## config.mk

```make
export PLATFORM = sky130hd
export DESIGN_NAME = ascp_regs
export DESIGN_NICKNAME = d
export VERILOG_FILES = /design/src/inc/ascp_pkg.sv /design/src/rtl/ascp_regs.sv
export SDC_FILE = /design/constraint.sdc
export NUM_CORES = 1
export LEC_CHECK = 0
export ABC_AREA = 1
export BUFFER_PORTS_ARGS = -buffer_cell sky130_fd_sc_hd__buf_2
export CAP_MARGIN = 40
export CORE_MARGIN = 5
export CORE_UTILIZATION = 40
export CTS_CLUSTER_SIZE = 14
export DETAILED_ROUTE_END_ITERATION = 10
export PLACE_DENSITY = 0.72
export SLEW_MARGIN = 10
export SYNTH_ARGS = -nofsm -noshare
export SYNTH_HDL_FRONTEND = slang
export SYNTH_SLANG_ARGS = --single-unit
```

## constraint.sdc

```tcl
create_clock -name MCLK -period 2.04 [get_ports MCLK]
set_clock_uncertainty 0.2 [all_clocks]
set_input_delay 0.102 -clock MCLK [delete_from_list [all_inputs] [get_ports MCLK]]
set_output_delay 0.102 -clock MCLK [all_outputs]
set_load 0.01 [all_outputs]
```

## src/inc/ascp_pkg.sv

```systemverilog
// What this block does
// - Page selector at local address 0x01 of every page; reads back current page.
// - Read-only 16-bit base part number, one decimal digit per nibble, two bytes.
// - Read-only grade register: 0=A, 1=B, 2=C, 3=D.
// - Read-only revision register counts letters from zero: 0=A, 1=B.
// - Read-only image version: special, revision, image_version_high fields.
// - Writable 7-bit bus target address, default 0x6C, excluded from NVM saves.
// - Internal status: calibrating bit0, crystal lost bit1, crystal error bit3, timeout bit5.
// - Internal status bits 7:6 report loss on the two auxiliary inputs.
// - Live per-input loss-of-signal bits 3:0, out-of-frequency bits 7:4.
// - Live per-PLL unlock bits 3:0, holdover bits 7:4, PLL A lowest.
// - Calibration status bits 7:4 show each PLL busy calibrating.
// - Internal error flags latch on status, clear by writing zero to the bit.
// - Sticky input loss/frequency flags, same layout, cleared only by writing zero.
// - Sticky PLL unlock and holdover flags, same layout as live register.
// - Sticky PLL calibration-busy flags in bits 7:4.
// - Internal error mask bit 1 blocks interrupt; default 0x35.
// - Input alarm mask bit 1 blocks matching sticky flag from interrupting.
// - PLL mask bits block sticky unlock (3:0) and holdover (7:4) flags.
// - Calibration mask bits 7:4 block sticky calibration flags.
// - Writing 1 to device soft reset resets, calibrates, reloads bandwidth, aligns.
// - Per-PLL soft reset resets one PLL only; reference PLL bit affects all.
// - Rising edge on step-up or step-down bit steps permitted feedback dividers.
// - Device-ready status readable at 0xFE on every page.
package ascp_pkg;

  // ****************************************************************
  // Register offsets (local byte address within page zero)
  // ****************************************************************
  localparam logic [7:0] ADDR_PAGE_SELECT = 8'h01;
  localparam logic [7:0] ADDR_PART_LOW = 8'h02;
  localparam logic [7:0] ADDR_PART_HIGH = 8'h03;
  localparam logic [7:0] ADDR_SPEED_GRADE = 8'h04;
  localparam logic [7:0] ADDR_SILICON_REV = 8'h05;
  localparam logic [7:0] ADDR_IMAGE_LOW = 8'h06;
  localparam logic [7:0] ADDR_IMAGE_MINOR = 8'h07;
  localparam logic [7:0] ADDR_IMAGE_HIGH = 8'h08;
  localparam logic [7:0] ADDR_TEMP_GRADE = 8'h09;
  localparam logic [7:0] ADDR_PACKAGE_CODE = 8'h0A;
  localparam logic [7:0] ADDR_BUS_TARGET = 8'h0B;
  localparam logic [7:0] ADDR_INT_STATUS = 8'h0C;
  localparam logic [7:0] ADDR_INPUT_STATUS = 8'h0D;
  localparam logic [7:0] ADDR_PLL_STATUS = 8'h0E;
  localparam logic [7:0] ADDR_CAL_STATUS = 8'h0F;
  localparam logic [7:0] ADDR_INT_FLAGS = 8'h11;
  localparam logic [7:0] ADDR_INPUT_FLAGS = 8'h12;
  localparam logic [7:0] ADDR_PLL_FLAGS = 8'h13;
  localparam logic [7:0] ADDR_CAL_FLAGS = 8'h14;
  localparam logic [7:0] ADDR_HOLD_CFG = 8'h16;
  localparam logic [7:0] ADDR_INT_MASKS = 8'h17;
  localparam logic [7:0] ADDR_INPUT_MASKS = 8'h18;
  localparam logic [7:0] ADDR_PLL_MASKS = 8'h19;
  localparam logic [7:0] ADDR_CAL_MASKS = 8'h1A;
  localparam logic [7:0] ADDR_SOFT_RESET = 8'h1C;
  localparam logic [7:0] ADDR_FREQ_STEP = 8'h1D;
  localparam logic [7:0] ADDR_DEVICE_READY = 8'hFE;

  // ****************************************************************
  // Field positions and implemented-bit masks
  // ****************************************************************
  localparam int BIT_SOFT_ALL = 0;
  localparam int BIT_SOFT_PLL_A = 1;
  localparam int BIT_SOFT_REF_PLL = 2;
  localparam int BIT_STEP_UP = 0;
  localparam int BIT_STEP_DOWN = 1;
  localparam logic [7:0] INT_BITS_MASK = 8'hEB;
  localparam logic [7:0] CAL_BITS_MASK = 8'hF0;
  localparam logic [7:0] SOFT_BITS_MASK = 8'h1F;

  // ****************************************************************
  // Reset values
  // ****************************************************************
  localparam logic [7:0] RST_PAGE = 8'h00;
  localparam logic [6:0] RST_BUS_TARGET = 7'h6C;
  localparam logic [7:0] RST_INT_MASKS = 8'h35;
  localparam logic [7:0] RST_MASKS = 8'h00;
  localparam logic [7:0] RST_ZERO = 8'h00;

  // ****************************************************************
  // Bundled live alarm inputs from the detectors
  // ****************************************************************
  typedef struct packed {
    logic [1:0] aux_input_signal_lost;
    logic smbus_timeout;
    logic crystal_lock_error;
    logic crystal_signal_lost;
    logic calibrating_now;
    logic [3:0] out_of_frequency;
    logic [3:0] loss_of_signal;
    logic [3:0] pll_holdover;
    logic [3:0] pll_unlocked;
    logic [3:0] pll_calibrating;
  } ascp_alarms_t;

  // Register access request from the serial port
  typedef struct packed {
    logic wr;
    logic rd;
    logic [7:0] addr;
    logic [7:0] wdata;
  } ascp_req_t;

endpackage : ascp_pkg

```

## src/rtl/ascp_regs.sv

```systemverilog
`timescale 1ns/1ps
module ascp_regs
  import ascp_pkg::*;
#(
  parameter logic [15:0] PART_DIGITS = 16'h1234, // Arbitrary value
  parameter logic [7:0] SPEED_GRADE = 8'h00, // Arbitrary value
  parameter logic [7:0] SILICON_REV = 8'h00, // Arbitrary value
  parameter logic [23:0] IMAGE_VERSION = 24'h00_0000, // Arbitrary value
  parameter logic [7:0] TEMP_GRADE = 8'h00, // Arbitrary value
  parameter logic [7:0] PACKAGE_CODE = 8'h00 // Arbitrary value
) (
  input wire logic MCLK,
  input wire logic SYS_RST,
  input wire ascp_req_t REQ,
  input wire ascp_alarms_t ALARMS,
  input wire logic DEVICE_READY,
  output logic [7:0] RDATA,
  output logic RVALID,
  output logic [7:0] PAGE,
  output logic [6:0] BUS_TARGET,
  output logic [7:0] HOLD_CFG,
  output logic SOFT_RESET_ALL,
  output logic [3:0] PLL_SOFT_RESET,
  output logic STEP_UP,
  output logic STEP_DOWN,
  output logic IRQ
);

  // ****************************************************************
  // Input synchronisers for alarm pins
  // ****************************************************************
  ascp_alarms_t alm_meta_q;
  ascp_alarms_t alm_q;
  logic rdy_meta_q;
  logic rdy_q;

  // Detectors sit in other domains, so two flops before any use
  always_ff @(posedge MCLK) begin
    alm_meta_q <= ALARMS;
    alm_q <= alm_meta_q;
    rdy_meta_q <= DEVICE_READY;
    rdy_q <= rdy_meta_q;
  end

  // ****************************************************************
  // Live status bytes
  // ****************************************************************
  logic [7:0] int_live;
  logic [7:0] input_live;
  logic [7:0] pll_live;
  logic [7:0] cal_live;
  // Bits 4 and 2 are unused and read as zero
  assign int_live = {alm_q.aux_input_signal_lost, alm_q.smbus_timeout, 1'b0,
                     alm_q.crystal_lock_error, 1'b0, alm_q.crystal_signal_lost, alm_q.calibrating_now};
  assign input_live = {alm_q.out_of_frequency, alm_q.loss_of_signal};
  assign pll_live = {alm_q.pll_holdover, alm_q.pll_unlocked};
  assign cal_live = {alm_q.pll_calibrating, 4'h0};

  logic wr_page0;
  logic wr_any;
  // Page zero registers only respond when page zero is selected
  assign wr_any = REQ.wr;
  assign wr_page0 = REQ.wr && (PAGE == RST_PAGE);

  // ****************************************************************
  // Page select and bus target address
  // ****************************************************************
  always_ff @(posedge MCLK) begin
    if (SYS_RST) begin
      PAGE <= RST_PAGE;
    end else if (wr_any && REQ.addr == ADDR_PAGE_SELECT) begin
      PAGE <= REQ.wdata;
    end
  end

  // Kept out of the NVM save image: the save logic never reads it
  always_ff @(posedge MCLK) begin
    if (SYS_RST) begin
      BUS_TARGET <= RST_BUS_TARGET;
    end else if (wr_page0 && REQ.addr == ADDR_BUS_TARGET) begin
      BUS_TARGET <= REQ.wdata[6:0];
    end
  end

  // Holdover configuration byte, plain storage of the low nibble; upper nibble reads zero
  always_ff @(posedge MCLK) begin
    if (SYS_RST) begin
      HOLD_CFG <= RST_ZERO;
    end else if (wr_page0 && REQ.addr == ADDR_HOLD_CFG) begin
      HOLD_CFG <= {4'h0, REQ.wdata[3:0]};
    end
  end

  // ****************************************************************
  // Sticky flags: set wins over a write of zero in the same cycle
  // ****************************************************************
  logic [7:0] int_flags_q;
  logic [7:0] input_flags_q;
  logic [7:0] pll_flags_q;
  logic [7:0] cal_flags_q;

  function automatic logic [7:0] sticky_next(
    input logic [7:0] cur,
    input logic [7:0] live,
    input logic hit,
    input logic [7:0] wdata,
    input logic [7:0] impl
  );
    logic [7:0] kept;
    kept = hit ? (cur & wdata) : cur;
    sticky_next = (kept | live) & impl;
  endfunction : sticky_next

  always_ff @(posedge MCLK) begin
    if (SYS_RST) begin
      int_flags_q <= RST_ZERO;
    end else begin
      int_flags_q <= sticky_next(int_flags_q, int_live, wr_page0 && REQ.addr == ADDR_INT_FLAGS,
                                 REQ.wdata, INT_BITS_MASK);
    end
  end

  always_ff @(posedge MCLK) begin
    if (SYS_RST) begin
      input_flags_q <= RST_ZERO;
    end else begin
      input_flags_q <= sticky_next(input_flags_q, input_live, wr_page0 && REQ.addr == ADDR_INPUT_FLAGS,
                                   REQ.wdata, 8'hFF);
    end
  end

  always_ff @(posedge MCLK) begin
    if (SYS_RST) begin
      pll_flags_q <= RST_ZERO;
    end else begin
      pll_flags_q <= sticky_next(pll_flags_q, pll_live, wr_page0 && REQ.addr == ADDR_PLL_FLAGS,
                                 REQ.wdata, 8'hFF);
    end
  end

  always_ff @(posedge MCLK) begin
    if (SYS_RST) begin
      cal_flags_q <= RST_ZERO;
    end else begin
      cal_flags_q <= sticky_next(cal_flags_q, cal_live, wr_page0 && REQ.addr == ADDR_CAL_FLAGS,
                                 REQ.wdata, CAL_BITS_MASK);
    end
  end

  // ****************************************************************
  // Interrupt masks
  // ****************************************************************
  logic [7:0] int_masks_q;
  logic [7:0] input_masks_q;
  logic [7:0] pll_masks_q;
  logic [7:0] cal_masks_q;

  always_ff @(posedge MCLK) begin
    if (SYS_RST) begin
      int_masks_q <= RST_INT_MASKS;
      input_masks_q <= RST_MASKS;
      pll_masks_q <= RST_MASKS;
      cal_masks_q <= RST_MASKS;
    end else if (wr_page0) begin
      if (REQ.addr == ADDR_INT_MASKS) begin
        int_masks_q <= REQ.wdata & INT_BITS_MASK;
      end else if (REQ.addr == ADDR_INPUT_MASKS) begin
        input_masks_q <= REQ.wdata;
      end else if (REQ.addr == ADDR_PLL_MASKS) begin
        pll_masks_q <= REQ.wdata;
      end else if (REQ.addr == ADDR_CAL_MASKS) begin
        cal_masks_q <= REQ.wdata & CAL_BITS_MASK;
      end
    end
  end

  // Registered so the pin never glitches while flags update
  always_ff @(posedge MCLK) begin
    if (SYS_RST) begin
      IRQ <= 1'b0;
    end else begin
      IRQ <= |(int_flags_q & ~int_masks_q)
           | |(input_flags_q & ~input_masks_q)
           | |(pll_flags_q & ~pll_masks_q)
           | |(cal_flags_q & ~cal_masks_q);
    end
  end

  // ****************************************************************
  // Self-clearing triggers: one-cycle pulses, register reads zero
  // ****************************************************************
  logic soft_hit;
  logic step_hit;
  logic [1:0] step_q;
  assign soft_hit = wr_page0 && REQ.addr == ADDR_SOFT_RESET;
  assign step_hit = wr_page0 && REQ.addr == ADDR_FREQ_STEP;

  // Reference PLL reset fans out to every PLL
  always_ff @(posedge MCLK) begin
    if (SYS_RST) begin
      SOFT_RESET_ALL <= 1'b0;
      PLL_SOFT_RESET <= 4'h0;
    end else begin
      SOFT_RESET_ALL <= soft_hit && REQ.wdata[BIT_SOFT_ALL];
      if (soft_hit && REQ.wdata[BIT_SOFT_REF_PLL]) begin
        PLL_SOFT_RESET <= 4'hF;
      end else if (soft_hit) begin
        PLL_SOFT_RESET <= REQ.wdata[4:1];
      end else begin
        PLL_SOFT_RESET <= 4'h0;
      end
    end
  end

  // Step bits remember only the previous cycle's write, so a 1 fires unless the write just before also set it
  always_ff @(posedge MCLK) begin
    if (SYS_RST) begin
      step_q <= 2'b00;
      STEP_UP <= 1'b0;
      STEP_DOWN <= 1'b0;
    end else begin
      step_q <= step_hit ? REQ.wdata[1:0] : 2'b00;
      STEP_UP <= step_hit && REQ.wdata[BIT_STEP_UP] && !step_q[BIT_STEP_UP];
      STEP_DOWN <= step_hit && REQ.wdata[BIT_STEP_DOWN] && !step_q[BIT_STEP_DOWN];
    end
  end

  // ****************************************************************
  // Read decode
  // ****************************************************************
  logic [7:0] rd_d;
  always_comb begin
    rd_d = 8'h00;
    if (REQ.addr == ADDR_PAGE_SELECT) begin
      rd_d = PAGE;
    end else if (REQ.addr == ADDR_DEVICE_READY) begin
      rd_d = {7'h00, rdy_q};
    end else if (PAGE != RST_PAGE) begin
      rd_d = 8'h00;
    end else if (REQ.addr == ADDR_PART_LOW) begin
      rd_d = PART_DIGITS[7:0];
    end else if (REQ.addr == ADDR_PART_HIGH) begin
      rd_d = PART_DIGITS[15:8];
    end else if (REQ.addr == ADDR_SPEED_GRADE) begin
      rd_d = SPEED_GRADE;
    end else if (REQ.addr == ADDR_SILICON_REV) begin
      rd_d = SILICON_REV;
    end else if (REQ.addr == ADDR_IMAGE_LOW) begin
      rd_d = IMAGE_VERSION[7:0];
    end else if (REQ.addr == ADDR_IMAGE_MINOR) begin
      rd_d = IMAGE_VERSION[15:8];
    end else if (REQ.addr == ADDR_IMAGE_HIGH) begin
      rd_d = IMAGE_VERSION[23:16];
    end else if (REQ.addr == ADDR_TEMP_GRADE) begin
      rd_d = TEMP_GRADE;
    end else if (REQ.addr == ADDR_PACKAGE_CODE) begin
      rd_d = PACKAGE_CODE;
    end else if (REQ.addr == ADDR_BUS_TARGET) begin
      rd_d = {1'b0, BUS_TARGET};
    end else if (REQ.addr == ADDR_INT_STATUS) begin
      rd_d = int_live;
    end else if (REQ.addr == ADDR_INPUT_STATUS) begin
      rd_d = input_live;
    end else if (REQ.addr == ADDR_PLL_STATUS) begin
      rd_d = pll_live;
    end else if (REQ.addr == ADDR_CAL_STATUS) begin
      rd_d = cal_live;
    end else if (REQ.addr == ADDR_INT_FLAGS) begin
      rd_d = int_flags_q;
    end else if (REQ.addr == ADDR_INPUT_FLAGS) begin
      rd_d = input_flags_q;
    end else if (REQ.addr == ADDR_PLL_FLAGS) begin
      rd_d = pll_flags_q;
    end else if (REQ.addr == ADDR_CAL_FLAGS) begin
      rd_d = cal_flags_q;
    end else if (REQ.addr == ADDR_HOLD_CFG) begin
      rd_d = HOLD_CFG;
    end else if (REQ.addr == ADDR_INT_MASKS) begin
      rd_d = int_masks_q;
    end else if (REQ.addr == ADDR_INPUT_MASKS) begin
      rd_d = input_masks_q;
    end else if (REQ.addr == ADDR_PLL_MASKS) begin
      rd_d = pll_masks_q;
    end else if (REQ.addr == ADDR_CAL_MASKS) begin
      rd_d = cal_masks_q;
    end
  end

  // Read data registered one cycle after the request
  always_ff @(posedge MCLK) begin
    if (SYS_RST) begin
      RDATA <= RST_ZERO;
      RVALID <= 1'b0;
    end else begin
      RDATA <= REQ.rd ? rd_d : RDATA;
      RVALID <= REQ.rd;
    end
  end

endmodule : ascp_regs

```

Yosys cells after proc, flatten, opt, wreduce, memory -nomap -nowiden --
Cells that the tools add are included.
Cells by class: equal/unequal tests 27, multiplexer cells 32, bitwise operators 23, reductions and logical operators 29
Operator list (count):
- 8-bit 2-to-1 mux | 30
- 8-bit by 5-bit == test with 1-bit output (second input constant) | 11
- 8-bit AND | 8
- 8-bit by 4-bit == test with 1-bit output (second input constant) | 8
- 8-bit by 3-bit == test with 1-bit output (second input constant) | 4
- 8-bit NOT | 4
- 8-bit bitwise OR | 4
- 8-bit OR reduction | 4
- 8-bit by 2-bit == test with 1-bit output (second input constant) | 2
- 1-bit logical AND | 16
- 8-bit by 1-bit == test with 1-bit output (second input constant) | 1
- 8-bit == test (second input constant) | 1
- 8-bit logical NOT | 1
- 4-bit 2-to-1 mux | 2
- 8-bit nonzero test | 1
- 5-bit AND reduction | 1
- 1-bit NOT | 4
- 4-bit AND reduction | 1
- 1-bit bitwise OR | 3
- 3-bit AND reduction | 1
- 1-bit logical NOT | 2
- 2-bit AND reduction | 1
- 2-bit OR reduction | 1
Word-level totals: bits in registers 152, bits of input ports 47, output and inout port bits 40, word-level logic and storage cells 154

Longest topological paths before layout --
Gate-level depths: netlist of the first run.
depth in word-level cells 27, depth in mapped cells 19, gate-level depth less buffers 18

Least setup slack after synthesis of the first run --
OpenSTA, ideal clock, no wires.
path type reg-to-reg, start point reg PAGE[4], end point reg cal_masks_q[6], setup time 119 ps, data arrival time 1599 ps, required time 1721 ps, setup slack 122 ps, cell stages (with the launch flop) 11, path buffers 0, period minus slack after synthesis 1918 ps, cell sequence dfxtp_1 -> nor4_1 -> nand4_1 -> nor2_4 -> inv_2 -> nor2_2 -> inv_2 -> nor2_2 -> inv_1 -> o21ai_0 -> a21oi_1
Between the ends: cells in the longest elaborated chain, start to end 3
RTL lines:
- start, declared | RTL line ascp_regs.sv:19 | output logic [7:0] PAGE,
- start signal, assigned | RTL line ascp_regs.sv:72 | PAGE <= REQ.wdata;
- 8-bit logical NOT | RTL line ascp_regs.sv:63 | assign wr_page0 = REQ.wr && (PAGE == RST_PAGE);
- 1-bit logical AND | RTL line ascp_regs.sv:63
- 5-bit AND reduction (no source line)
- end signal, assigned | RTL line ascp_regs.sv:172 | cal_masks_q <= REQ.wdata & CAL_BITS_MASK;
- end, declared | RTL line ascp_regs.sv:156 | logic [7:0] cal_masks_q;
Every way passes these cells. A chain may end at the register's enable or synchronous reset.

Worst setup path after layout of the first run --
start point reg PAGE[7], end point reg pll_masks_q[0]
Between the ends: cells in the longest elaborated chain, start to end 3
RTL lines:
- 8-bit logical NOT | RTL line ascp_regs.sv:63
- 1-bit logical AND | RTL line ascp_regs.sv:63
- 4-bit AND reduction (no source line)
- end signal, assigned | RTL line ascp_regs.sv:170 | pll_masks_q <= REQ.wdata;
- end, declared | RTL line ascp_regs.sv:155 | logic [7:0] pll_masks_q;
Every way passes these cells.

==> metrics.csv, run 1 <==
stage;metric;value;unit
status;outcome;complete, but fails checks;
status;failing checks;negative setup slack;
critical_path;kind of critical path;flop to flop;
timing;headroom to the max-slew limit;55.3;%
critical_path;reg2reg path depth;10;
timing;RSZ-0062 raised after global routing;true;
floorplanning;Die X;128;um
critical_path;crit path cell chain;nor4_4, nand4_1, nor2_4, inv_4, nor2_4, inv_4, nor2_4, buf_12, buf_6, a21oi_2;
logic_synthesis;synth cell count leaders;145 x dfxtp_1, 130 x nand2_1, 93 x inv_1;
finish;area of the multi-input gates;2240;sq um
floorplanning;Starting Density;40.3;%
logic_synthesis;most frequent cell after synthesis;dfxtp_1;
timing;Hold Fails Final Rpt;0;
grt;overall routing resource usage;20.9;%
cts;H-tree lvl count;4;
logic_synthesis;ys flop type;dfxtp_1;
logic_synthesis;Yosys top cell by area;dfxtp_1;
detailed_routing;DR vias;5290;
cts;clock sinks;145;
logic_synthesis;Yosys reg bits;145;
cts;root buffer cell;clkbuf_16;
finish;sequential cell area;2900;sq um
cts;Longest Clk Path Bufs;2;
logic_synthesis;Syn Area/Cell;7.80;sq um
logic_synthesis;synthesized instance count;709;
critical_path;element type at the critical path end;flop;
logic_synthesis;distinct cell type count of the synthesized netlist;31;
floorplanning;Die H;128;um
grt;global-route wire length before repair;26300;um
logic_synthesis;Async S/R FF share, synth;0;%
timing;Final Max Tran Viols;0;
finish;layout cell share with drive strength beyond 1;24.1;%
timing;post-route setup slack;-0.00802;ns
finish;finished layout cell area;7550;sq um
detailed_routing;final antenna-violating net count;0;
finish;fin util;55.0;%
placement;number of port buffers;82;
logic_synthesis;mux cell area share after synthesis;0;%
grt;largest net degree at the start of global routing;35;
detailed_routing;Vias/cell;4.95;
critical_path;CP required;2.13;ns
critical_path;slowest stage delay, CP;0.33;ns
logic_synthesis;post-synthesis sequential area ratio;52.5;%
cts;clock slew at reported path FFs;0.06;ns
detailed_routing;drt first pass iters;5;
placement;placed cell areas;6400;sq um
logic_synthesis;Post-Syn Area;5530;sq um
timing;final critical-path share of the clock period;100;%
cts;worst skew pair latency;0.42;ns
floorplanning;core area;13700;sq um
placement;GP Congestion;0.993;
timing;Hold WS;0.0282;ns
critical_path;Arrival @ worst endpoint;2.14;ns
logic_synthesis;Ys Warns;0;
logic_synthesis;synth top area cells;dfxtp_1 52%, nand2_1 8.8%, a21oi_1 7.3%;
timing;min cycle time layout;2.05;ns
floorplanning;DIE AREA;16300;sq um
cts;CTS tree;yes;
detailed_routing;Post-Route WL;16800;um
detailed_routing;DRC viols;0;
timing;Setup Viol. Count Final;2;
critical_path;startpoint types;flop;
grt;initial antenna violation count;0;
critical_path;Slowest cell on crit path;dfxtp_2;
timing;Worst Tran Pin Value;0.669;ns
grt;number of global-route vias before repair;4991;
flow_run;max-cap violations;0;
critical_path;Worst Path Max Fanout;6;
critical_path;Worst R2R Setup Slack;-0.008;ns
logic_synthesis;EDFF count, synth;0;
critical_path;CP Buf/Inv Count;4;
cts;total CTS buffers;17;
detailed_routing;1st-iter DRT viols;420;
worst_hold_path;Hold Crit Depth;5;
placement;hpwl dp;12100;um
pwr;leakage;0.00345;uW
logic_synthesis;Post-Synth Simple-Gate Area;17.9;%
worst_hold_path;worst min path class;input pin to flop;
logic_synthesis;complex-gate fraction of the synthesized area;20.2;%
critical_path;kind of cell adding the most delay to the critical path;simple AND/OR/NAND/NOR gates;
pwr;total power;6360;uW
grt;remaining global-route overflow;0;
timing;Fmax;0.488;GHz
pwr;Worst VDD drop;0.734;mV
finish;Nets;923;
logic_synthesis;Adder-Cell Fraction of Synth Area;0;%
finish;diode count;0;
floorplanning;IO Count;87;
critical_path;Crit path depth;10;
floorplanning;Cell Rows;43;
finish;Fillers;1273;
logic_synthesis;Synth Area in XOR/XNOR;0;%
logic_synthesis;top cell type's share of synthesized area;52.5;%
pwr;Pwr per Cell Area;842;nW/um^2
finish;area delta synth->final;36.5;%
logic_synthesis;largest family of logic cells by synthesized area;compound AO/OA/AOI/OAI gates;
detailed_routing;drt wl/cell;15.7;um
critical_path;Crit path top cell by count;nor2_4;
## power breakdown
group	switching (uW)	internal [uW]	leakage (uW)	total, uW
sequential	52.5	2940	0.00120	2990
clock	1200	1740	0.000269	2940
combinational	243	179	0.00198	422
total	1500	4860	0.00345	6360
## cell usage in the layout, fill, tap and decap left out, types with 4 or more instances in the layout
master,netlist,routed
a21oi_2,0,5
o21ai_0,80,66
conb_1,1,4
o21ai_2,0,6
nor2_4,6,10
inv_1,93,88
clkbuf_16,0,18
a211oi_1,5,5
o21ai_1,13,21
nor4_1,5,4
o22ai_1,13,13
nand3_1,16,16
nand2_2,3,6
a21oi_1,81,76
dlygate4sd3_1,0,37
dfxtp_1,145,144
nor2_2,5,4
o211ai_1,7,7
nand4_1,8,8
inv_2,12,14
buf_6,1,5
buf_4,6,38
nor2_1,46,43
nand2_1,130,126
buf_2,4,83
## tightest hold or removal path: stages
cell and delay, ns:
buf_2 0.13, nand2_1 0.12, nor2_1 0.07, nand2_1 0.13, nor4_1 0.06
## logic make-up after synthesis
family / Yosys count
DFF: 145
buffers and inverters: 129
AOI/OAI and AO/OA: 208
other: 1
and+or+nand+nor: 226
## state kept, by name, summed over array words and instances (netlist names), 2 cells and up
signal / count
BUS_TARGET: 7
PLL_SOFT_RESET: 4
cal_masks_q: 4
HOLD_CFG: 4
cal_flags_q: 4
alm_meta_q: 26
input_flags_q: 8
pll_masks_q: 8
step_q: 2
pll_flags_q: 8
RDATA: 8
alm_q: 26
PAGE: 8
input_masks_q: 8
int_flags_q: 6
int_masks_q: 7
## final cells by class
class / count / area share (%)
Clock buffer: 20 / 6.05
Tap cell: 180 / 2.98
Sequential cell: 145 / 38.5
Timing Repair Buffer: 167 / 16.1
Inverter: 107 / 5.42
Multi-Input combinational cell: 438 / 29.6
Clock inverter: 11 / 1.41
## layer usage
| metal | up-vias | part of all wire [%] | global-route usage, % |
|---|---|---|---|
| li1 | 2654 | - | - |
| met1 | 2393 | 44 | 27.5 |
| met2 | 202 | 45 | 32.2 |
| met3 | 41 | 7.1 | 4.89 |
| met4 | 0 | 3.7 | 10.5 |
| met5 | - | 0 | 0 |
## worst paths after layout
kind,start,to
max,PAGE[7],pll_masks_q[0]
min,REQ[8],STEP_UP
max reg2reg,PAGE[7],pll_masks_q[0]
min reg2reg,alm_meta_q[25],alm_q[25]
## metrics by stage
step / setup WS, ns / setup TNS (ns) / instances
final: -0.00802 / -0.0160 / 1068
after global routing: -0.146 / -1.64 / 1068
after CTS: 0.0126 / 0 / 1060
after detailed placement: -0.0419 / -0.0865 / 992
after global placement: -0.0278 / -0.0552 / 992
after floorplan: 0.122 / 0 / 712
## timing repair
| item | 4_1_cts | 5_1_grt |
|---|---|---|
| cloned | 0 | 2 |
| endpoints found under the setup margin | 11 | 39 |
| endpoints found under the hold margin | 86 | 0 |
| gates resized for setup | 3 | 54 |
| pin swaps | 0 | 14 |
| hold buffers | 37 | 0 |
| buffers inserted | 0 | 6 |
No activity file was read; power rests on OpenSTA's default activity.
==> inputs of run 2 (changes only) <==
--- a/config.mk
+++ b/config.mk
@@ -8,11 +8,13 @@
 export ABC_AREA = 1
 export BUFFER_PORTS_ARGS = -buffer_cell sky130_fd_sc_hd__buf_2
 export CAP_MARGIN = 40
+export CELL_PAD_IN_SITES_DETAIL_PLACEMENT = 0
+export CELL_PAD_IN_SITES_GLOBAL_PLACEMENT = 2
 export CORE_MARGIN = 5
-export CORE_UTILIZATION = 40
+export CORE_UTILIZATION = 32
 export CTS_CLUSTER_SIZE = 14
 export DETAILED_ROUTE_END_ITERATION = 10
-export PLACE_DENSITY = 0.72
+export PLACE_DENSITY = 0.9
 export SLEW_MARGIN = 10
 export SYNTH_ARGS = -nofsm -noshare
 export SYNTH_HDL_FRONTEND = slang
==> run 2 against run 1 <==
  * The run now ends clean
  * Combinational power up 3%
  * Count of clock-buffer cells in the layout down 3
  * First-iteration DRC count rose by 5.7%
  * Register-to-register slack better by 0.03 ns
  * Critical path type unchanged
==> metrics.csv, run 2 (synthesis results as in run 1) <==
stage;metric;value;unit;change
status;outcome;completed;;
pwr;Clk pwr share;47.8;%;+1.5 points
timing;min cycle time layout;2.02;ns;-0.0279 ns
critical_path;kind of critical path;flop to flop;;
placement;number of port buffers;82;;unchanged
detailed_routing;DRC viols;0;;unchanged
grt;remaining global-route overflow;0;;unchanged
detailed_routing;final antenna-violating net count;0;;unchanged
worst_hold_path;Worst Hold Path EP;STEP_UP;;
finish;Nets;943;;+2.2%
grt;number of global-route vias before repair;5242;;+5.0%
grt;overall routing resource usage;19.0;%;-1.9 points
placement;placed cell areas;6650;sq um;+4.0%
cts;total CTS buffers;17;;unchanged
grt;largest net degree at the start of global routing;35;;unchanged
cts;root buffer cell;clkbuf_16;;
finish;area delta synth->final;41.3;%;
timing;Setup Viol. Count Final;0;;-2
pwr;leakage;0.00358;uW;+3.9%
floorplanning;IO Count;87;;unchanged
timing;Setup TNS Final;0;ns;+0.0160 ns
pwr;Pwr per Cell Area;840;nW/um^2;-0.25%
timing;RSZ-0062 raised after global routing;true;;
floorplanning;core area;17100;sq um;+25%
pwr;switching pwr;1700;uW;+14%
placement;GP Congestion;0.923;;-7.0%
critical_path;Worst R2R Setup Slack;0.02;ns;+0.03 ns
detailed_routing;Vias/cell;4.73;;-4.6%
cts;CTS tree;yes;;
timing;Hold Fails Final Rpt;0;;unchanged
cts;clock sinks;145;;unchanged
finish;finished layout cell area;7820;sq um;+3.5%
critical_path;element type at the critical path end;flop;;
critical_path;FF-to-FF Start;PAGE[4];;
floorplanning;DIE AREA;20000;sq um;+23%
grt;initial antenna violation count;0;;unchanged
placement;hpwl dp;13700;um;+13%
pwr;total power;6560;uW;+3.3%
detailed_routing;DR vias;5361;;+1.3%
pwr;Logic pwr share;6.6;%;about the same
grt;global-route wire length before repair;29000;um;+10%
timing;headroom to the max-slew limit;66.7;%;+11 points
floorplanning;Starting Density;32.3;%;-8.0 points
timing;Fmax;0.495;GHz;+1.4%
critical_path;Worst Path Max Fanout;8;;+2
pwr;sw frac;25.9;%;+2.4 points
detailed_routing;drt wl/cell;16.4;um;+4.3%
detailed_routing;Post-Route WL;18600;um;+11%
cts;Longest Clk Path Bufs;2;;unchanged
finish;Largest regs;alm_meta_q x26, alm_q x26;;
worst_hold_path;worst min path class;input pin to flop;;
finish;most common cell after layout, fill and taps aside;dfxtp_1;;
worst_hold_path;Hold Crit Depth;5;;unchanged
worst_hold_path;hold_sp;REQ[8];;
timing;Final Max Tran Viols;0;;unchanged
finish;most frequent cells in the layout;144 x dfxtp_1, 124 x nand2_1, 90 x inv_1, 82 x buf_2, 74 x a21oi_1;;
floorplanning;Cell Rows;48;;+12%
pwr;Int Pwr;4860;uW;about the same
finish;fin util;45.7;%;-9.4 points
detailed_routing;1st-iter DRT viols;444;;+5.7%
detailed_routing;drt first pass iters;4;;-1
pwr;Seq pwr share;45.5;%;-1.6 points
critical_path;reg2reg path depth;8;;-2
finish;diode count;0;;unchanged
critical_path;r2r endpoint;pll_flags_q[1];;
cts;H-tree lvl count;4;;unchanged
flow_run;max-cap violations;0;;unchanged
timing;Worst Tran Pin Value;0.487;ns;-0.182 ns
pwr;Worst VDD drop;0.573;mV;-22%
critical_path;startpoint types;flop;;
finish;layout cell share with drive strength beyond 1;26.7;%;+2.6 points
timing;Hold WS;0.0295;ns;+0.00129 ns
floorplanning;Die H;141;um;+11%
cts;clock slew at reported path FFs;0.07;ns;about the same
cts;worst skew pair latency;0.43;ns;about the same
critical_path;CP required;2.15;ns;+0.02 ns
timing;final critical-path share of the clock period;99.0;%;-1.4 points
floorplanning;Die X;141;um;+11%
critical_path;Arrival @ worst endpoint;2.13;ns;about the same
run 2: final cells by class:
cell class | count | area, sq um
Clock buffer | 17 | 425
Clock inverter | 15 | 159
Fill cell | 1757 | 9300
Inverter | 107 | 402
Multi-Input combinational cell | 438 | 2270
Sequential cell | 145 | 2900
Tap cell | 225 | 282
Timing Repair Buffer | 187 | 1380
run 2: layer usage:
layer | share of wire (%) | track usage (%) | vias up
li1 | - | - | 2704
met5 | 0 | 0 | -
met3 | 6.2 | 4.52 | 25
met1 | 46 | 25.4 | 2457
met4 | 2.1 | 6.72 | 0
met2 | 45 | 30.1 | 175
run 2: repair_timing:
action / 4_1_cts / 5_1_grt
endpoints found under the setup margin: 17 / 59
pin swaps: 1 / 5
buffers inserted: 1 / 5
hold buffers: 37 / 0
gates resized for setup: 9 / 64
endpoints found under the hold margin: 93 / 0
run 2: power by group through the flow:
stage          clock network, uW  registers [uW]  logic, uW
4_1_cts                     3200            2990        416
3_3_place_gp                   0            3050        357
5_1_grt                     3320            3000        480
3_5_place_dp                   0            3050        357
2_1_floorplan                  0            3040        184
6_report                    3140            2990        436
run 2: per-stage QoR:
step	setup slack (ns)	std cells
6_report	0.0199	1134
5_1_grt	-0.0844	1134
4_1_cts	-0.0104	1130
3_5_place_dp	-0.111	1060
3_3_place_gp	-0.125	1060
2_1_floorplan	0.122	712
run 2: critical path, stage by stage, from the launching register on:
cell and delay [ns]:
dfxtp_2 0.34, nor4_4 0.26, nand4_1 0.22, nor2_4 0.19, buf_4 0.14, buf_12 0.11, nand2_2 0.15, o21ai_0 0.19
a21oi_1 0.08
run 2: worst max-delay path by stage:
stage / startpoint / endpoint / slack, ns / cells past startpoint
floorplan: PAGE[4] / cal_masks_q[6] / 0.12 / 10
global placement: REQ[8] / RDATA[4] / -0.12 / 17
detailed placement: REQ[11] / RDATA[4] / -0.11 / 15
CTS: PAGE[4] / input_masks_q[4] / -0.01 / 10
global route: PAGE[4] / pll_masks_q[2] / -0.08 / 10
finish: PAGE[4] / pll_flags_q[1] / 0.02 / 8
==> inputs of run 3 (changes only) <==
--- a/config.mk
+++ b/config.mk
@@ -15,6 +15,7 @@
 export CTS_CLUSTER_SIZE = 14
 export DETAILED_ROUTE_END_ITERATION = 10
 export PLACE_DENSITY = 0.9
+export SETUP_SLACK_MARGIN = 0.02
 export SLEW_MARGIN = 10
 export SYNTH_ARGS = -nofsm -noshare
 export SYNTH_HDL_FRONTEND = slang
==> run 3 against run 2 <==
  * The run now ends with negative setup slack left
  * Critical path depth up 2
  * Core utilization increased by 0.34 points
  * Routed wire length down 0.15%
  * Final cell count barely moved
  * Count of clock-buffer cells in the layout did not move
  * Fmax fell by 1.1%
  * Sequential power barely moved
  * Global-route usage about the same
  * Register-to-register slack worse by 0.02 ns
  * Highest routed layer unchanged
==> metrics.csv, run 3 (synthesis results as in run 1) <==
stage;metric;value;unit;change
status;outcome;complete, but fails checks;;
status;failing checks;negative setup slack;;
detailed_routing;drt wl/cell;16.3;um;-0.24%
pwr;leakage;0.00361;uW;+0.82%
floorplanning;Die H;141;um;unchanged
pwr;total power;6570;uW;about the same
grt;met1 Resource Use GR;25.2;%;-0.13 points
floorplanning;Die X;141;um;unchanged
placement;hpwl dp;13700;um;unchanged
critical_path;kind of critical path;flop to flop;;
detailed_routing;DRC viols;0;;unchanged
timing;Hold WS;0.0287;ns;-0.000768 ns
detailed_routing;DR vias;5339;;-0.41%
floorplanning;Cell Rows;48;;unchanged
timing;min cycle time layout;2.04;ns;+0.0223 ns
cts;clock sinks;145;;unchanged
flow_run;max-cap violations;0;;unchanged
placement;number of port buffers;82;;unchanged
worst_hold_path;worst min path class;input pin to flop;;
grt;initial antenna violation count;0;;unchanged
cts;H-tree lvl count;4;;unchanged
finish;diode count;0;;unchanged
finish;Fillers;1754;;-0.17%
finish;area delta synth->final;42.4;%;
cts;clock slew at reported path FFs;0.07;ns;about the same
detailed_routing;Vias/cell;4.70;;-0.50%
grt;largest net degree at the start of global routing;35;;unchanged
critical_path;Arrival @ worst endpoint;2.21;ns;+0.08 ns
floorplanning;DIE AREA;20000;sq um;unchanged
detailed_routing;drt first pass iters;6;;+2
cts;CTS tree;yes;;
timing;Setup Viol. Count Final;1;;+1
grt;number of global-route vias before repair;5270;;+0.53%
timing;final critical-path share of the clock period;100;%;+1.1 points
grt;remaining global-route overflow;0;;unchanged
critical_path;startpoint types;flop;;
floorplanning;IO Count;87;;unchanged
timing;Final Max Tran Viols;0;;unchanged
floorplanning;Starting Density;32.3;%;unchanged
critical_path;Worst Path Max Fanout;8;;unchanged
detailed_routing;1st-iter DRT viols;409;;-7.9%
timing;post-route setup slack;-0.00238;ns;-0.0223 ns
pwr;Worst VDD drop;0.574;mV;about the same
finish;most frequent cells in the layout;144 x dfxtp_1, 123 x nand2_1, 91 x inv_1, 82 x buf_2, 73 x a21oi_1;;
critical_path;slowest stage delay, CP;0.34;ns;about the same
critical_path;Slowest cell on crit path;dfxtp_2;;
timing;RSZ-0062 raised after global routing;true;;
pwr;Pwr per Cell Area;834;nW/um^2;-0.66%
floorplanning;core area;17100;sq um;unchanged
detailed_routing;Post-Route WL;18500;um;-0.15%
placement;GP Congestion;0.923;;unchanged
detailed_routing;final antenna-violating net count;0;;unchanged
critical_path;CP required;2.20;ns;+0.05 ns
critical_path;CP Buf/Inv Count;3;;+1
critical_path;kind of cell adding the most delay to the critical path;simple AND/OR/NAND/NOR gates;;
grt;most used routing layer;met2;;
cts;worst skew pair latency;0.43;ns;about the same
cts;total CTS buffers;17;;unchanged
finish;layout cell share with drive strength beyond 1;28.1;%;+1.4 points
finish;Nets;944;;+0.11%
timing;Fmax;0.490;GHz;-1.1%
grt;global-route wire length before repair;29000;um;+0.14%
finish;most common cell after layout, fill and taps aside;dfxtp_1;;
critical_path;crit path cell chain;nor4_4, nand4_1, nor2_4, inv_2, nor2_2, inv_2, nor2_4, buf_12, o21ai_2, a21oi_1;;
critical_path;element type at the critical path end;flop;;
cts;Longest Clk Path Bufs;2;;unchanged
grt;GRT met2 Usage;30.3;%;+0.18 points
cts;root buffer cell;clkbuf_16;;
finish;Largest regs;alm_meta_q x26, alm_q x26;;
grt;overall routing resource usage;19.0;%;+0.021 points
grt;GR met3 Demand/Resource;4.58;%;+0.067 points
timing;Hold Fails Final Rpt;0;;unchanged
[run 3: cell types whose count changed in the layout (fill, tap and decap cells not counted), moves of 2 or more]
cell | previous run | this run
nand2_2 | 9 | 7
nand2_4 | 0 | 3
o21ai_0 | 53 | 56
o21ai_1 | 31 | 18
o21ai_2 | 9 | 19
[run 3: per-layer routing]
| metal | vias up | routed length, um |
|---|---|---|
| met3 | 26 | 1210 |
| met4 | 0 | 416 |
| met5 | - | 0 |
| li1 | 2708 | - |
| met1 | 2445 | 8490 |
| met2 | 160 | 8410 |
[run 3: layout make-up]
type / count / area (sq um) / share of cell area, %
sequential: 145 / 2900 / 36.9
tap: 225 / 282 / 3.57
clock inverter: 15 / 159 / 2.02
inverter: 107 / 402 / 5.10
multi-input combinational: 438 / 2320 / 29.5
clock buffer: 17 / 425 / 5.40
timing repair buffer: 188 / 1380 / 17.6
[run 3: what timing repair did]
| item | CTS | global route |
|---|---|---|
| hold buffers | 37 | 0 |
| resized for setup | 13 | 72 |
| buffers inserted | 1 | 5 |
| endpoints found under the hold margin | 93 | 0 |
| pin swaps | 2 | 8 |
| endpoints found under the setup margin | 38 | 58 |
[run 3: path summary, 6_finish.rpt]
| kind | depth (start not counted) | start | slack (ns) | to |
|---|---|---|---|---|
| max | 10 | PAGE[4] | -0.002 | input_masks_q[2] |
| min | 5 | REQ[8] | 0.03 | STEP_UP |
| max reg2reg | 10 | PAGE[4] | -0.002 | input_masks_q[2] |
| min reg2reg | 0 | alm_meta_q[1] | 0.13 | alm_q[1] |
[run 3: metrics by stage]
stage | area (sq um) | worst slack, ns | setup TNS, ns | instances | util, %
global placement | 6650 | -0.125 | -0.291 | 1060 | 38.9
CTS | 7650 | -0.0119 | -0.0211 | 1130 | 44.7
detailed placement | 6650 | -0.111 | -0.383 | 1060 | 38.9
global route | 7880 | -0.121 | -2.52 | 1135 | 46.0
floorplan | 5540 | 0.122 | 0 | 712 | -
finish | 7880 | -0.00238 | -0.00238 | 1135 | 46.0
[run 3: power breakdown]
part / switching (uW) / internal (uW) / total, uW / leakage [uW]
clock network: 1400 / 1740 / 3140 / 0.000292
logic: 253 / 187 / 440 / 0.00212
registers: 54.1 / 2940 / 2990 / 0.00120
total: 1700 / 4860 / 6570 / 0.00361
[run 3: worst reg2reg max path, cell delays in order (launching register included)]
cell,delay [ns]
dfxtp_2,0.34
nor4_4,0.26
nand4_1,0.21
nor2_4,0.21
inv_2,0.08
nor2_2,0.10
inv_2,0.08
nor2_4,0.16
buf_12,0.14
o21ai_2,0.06
a21oi_1,0.14
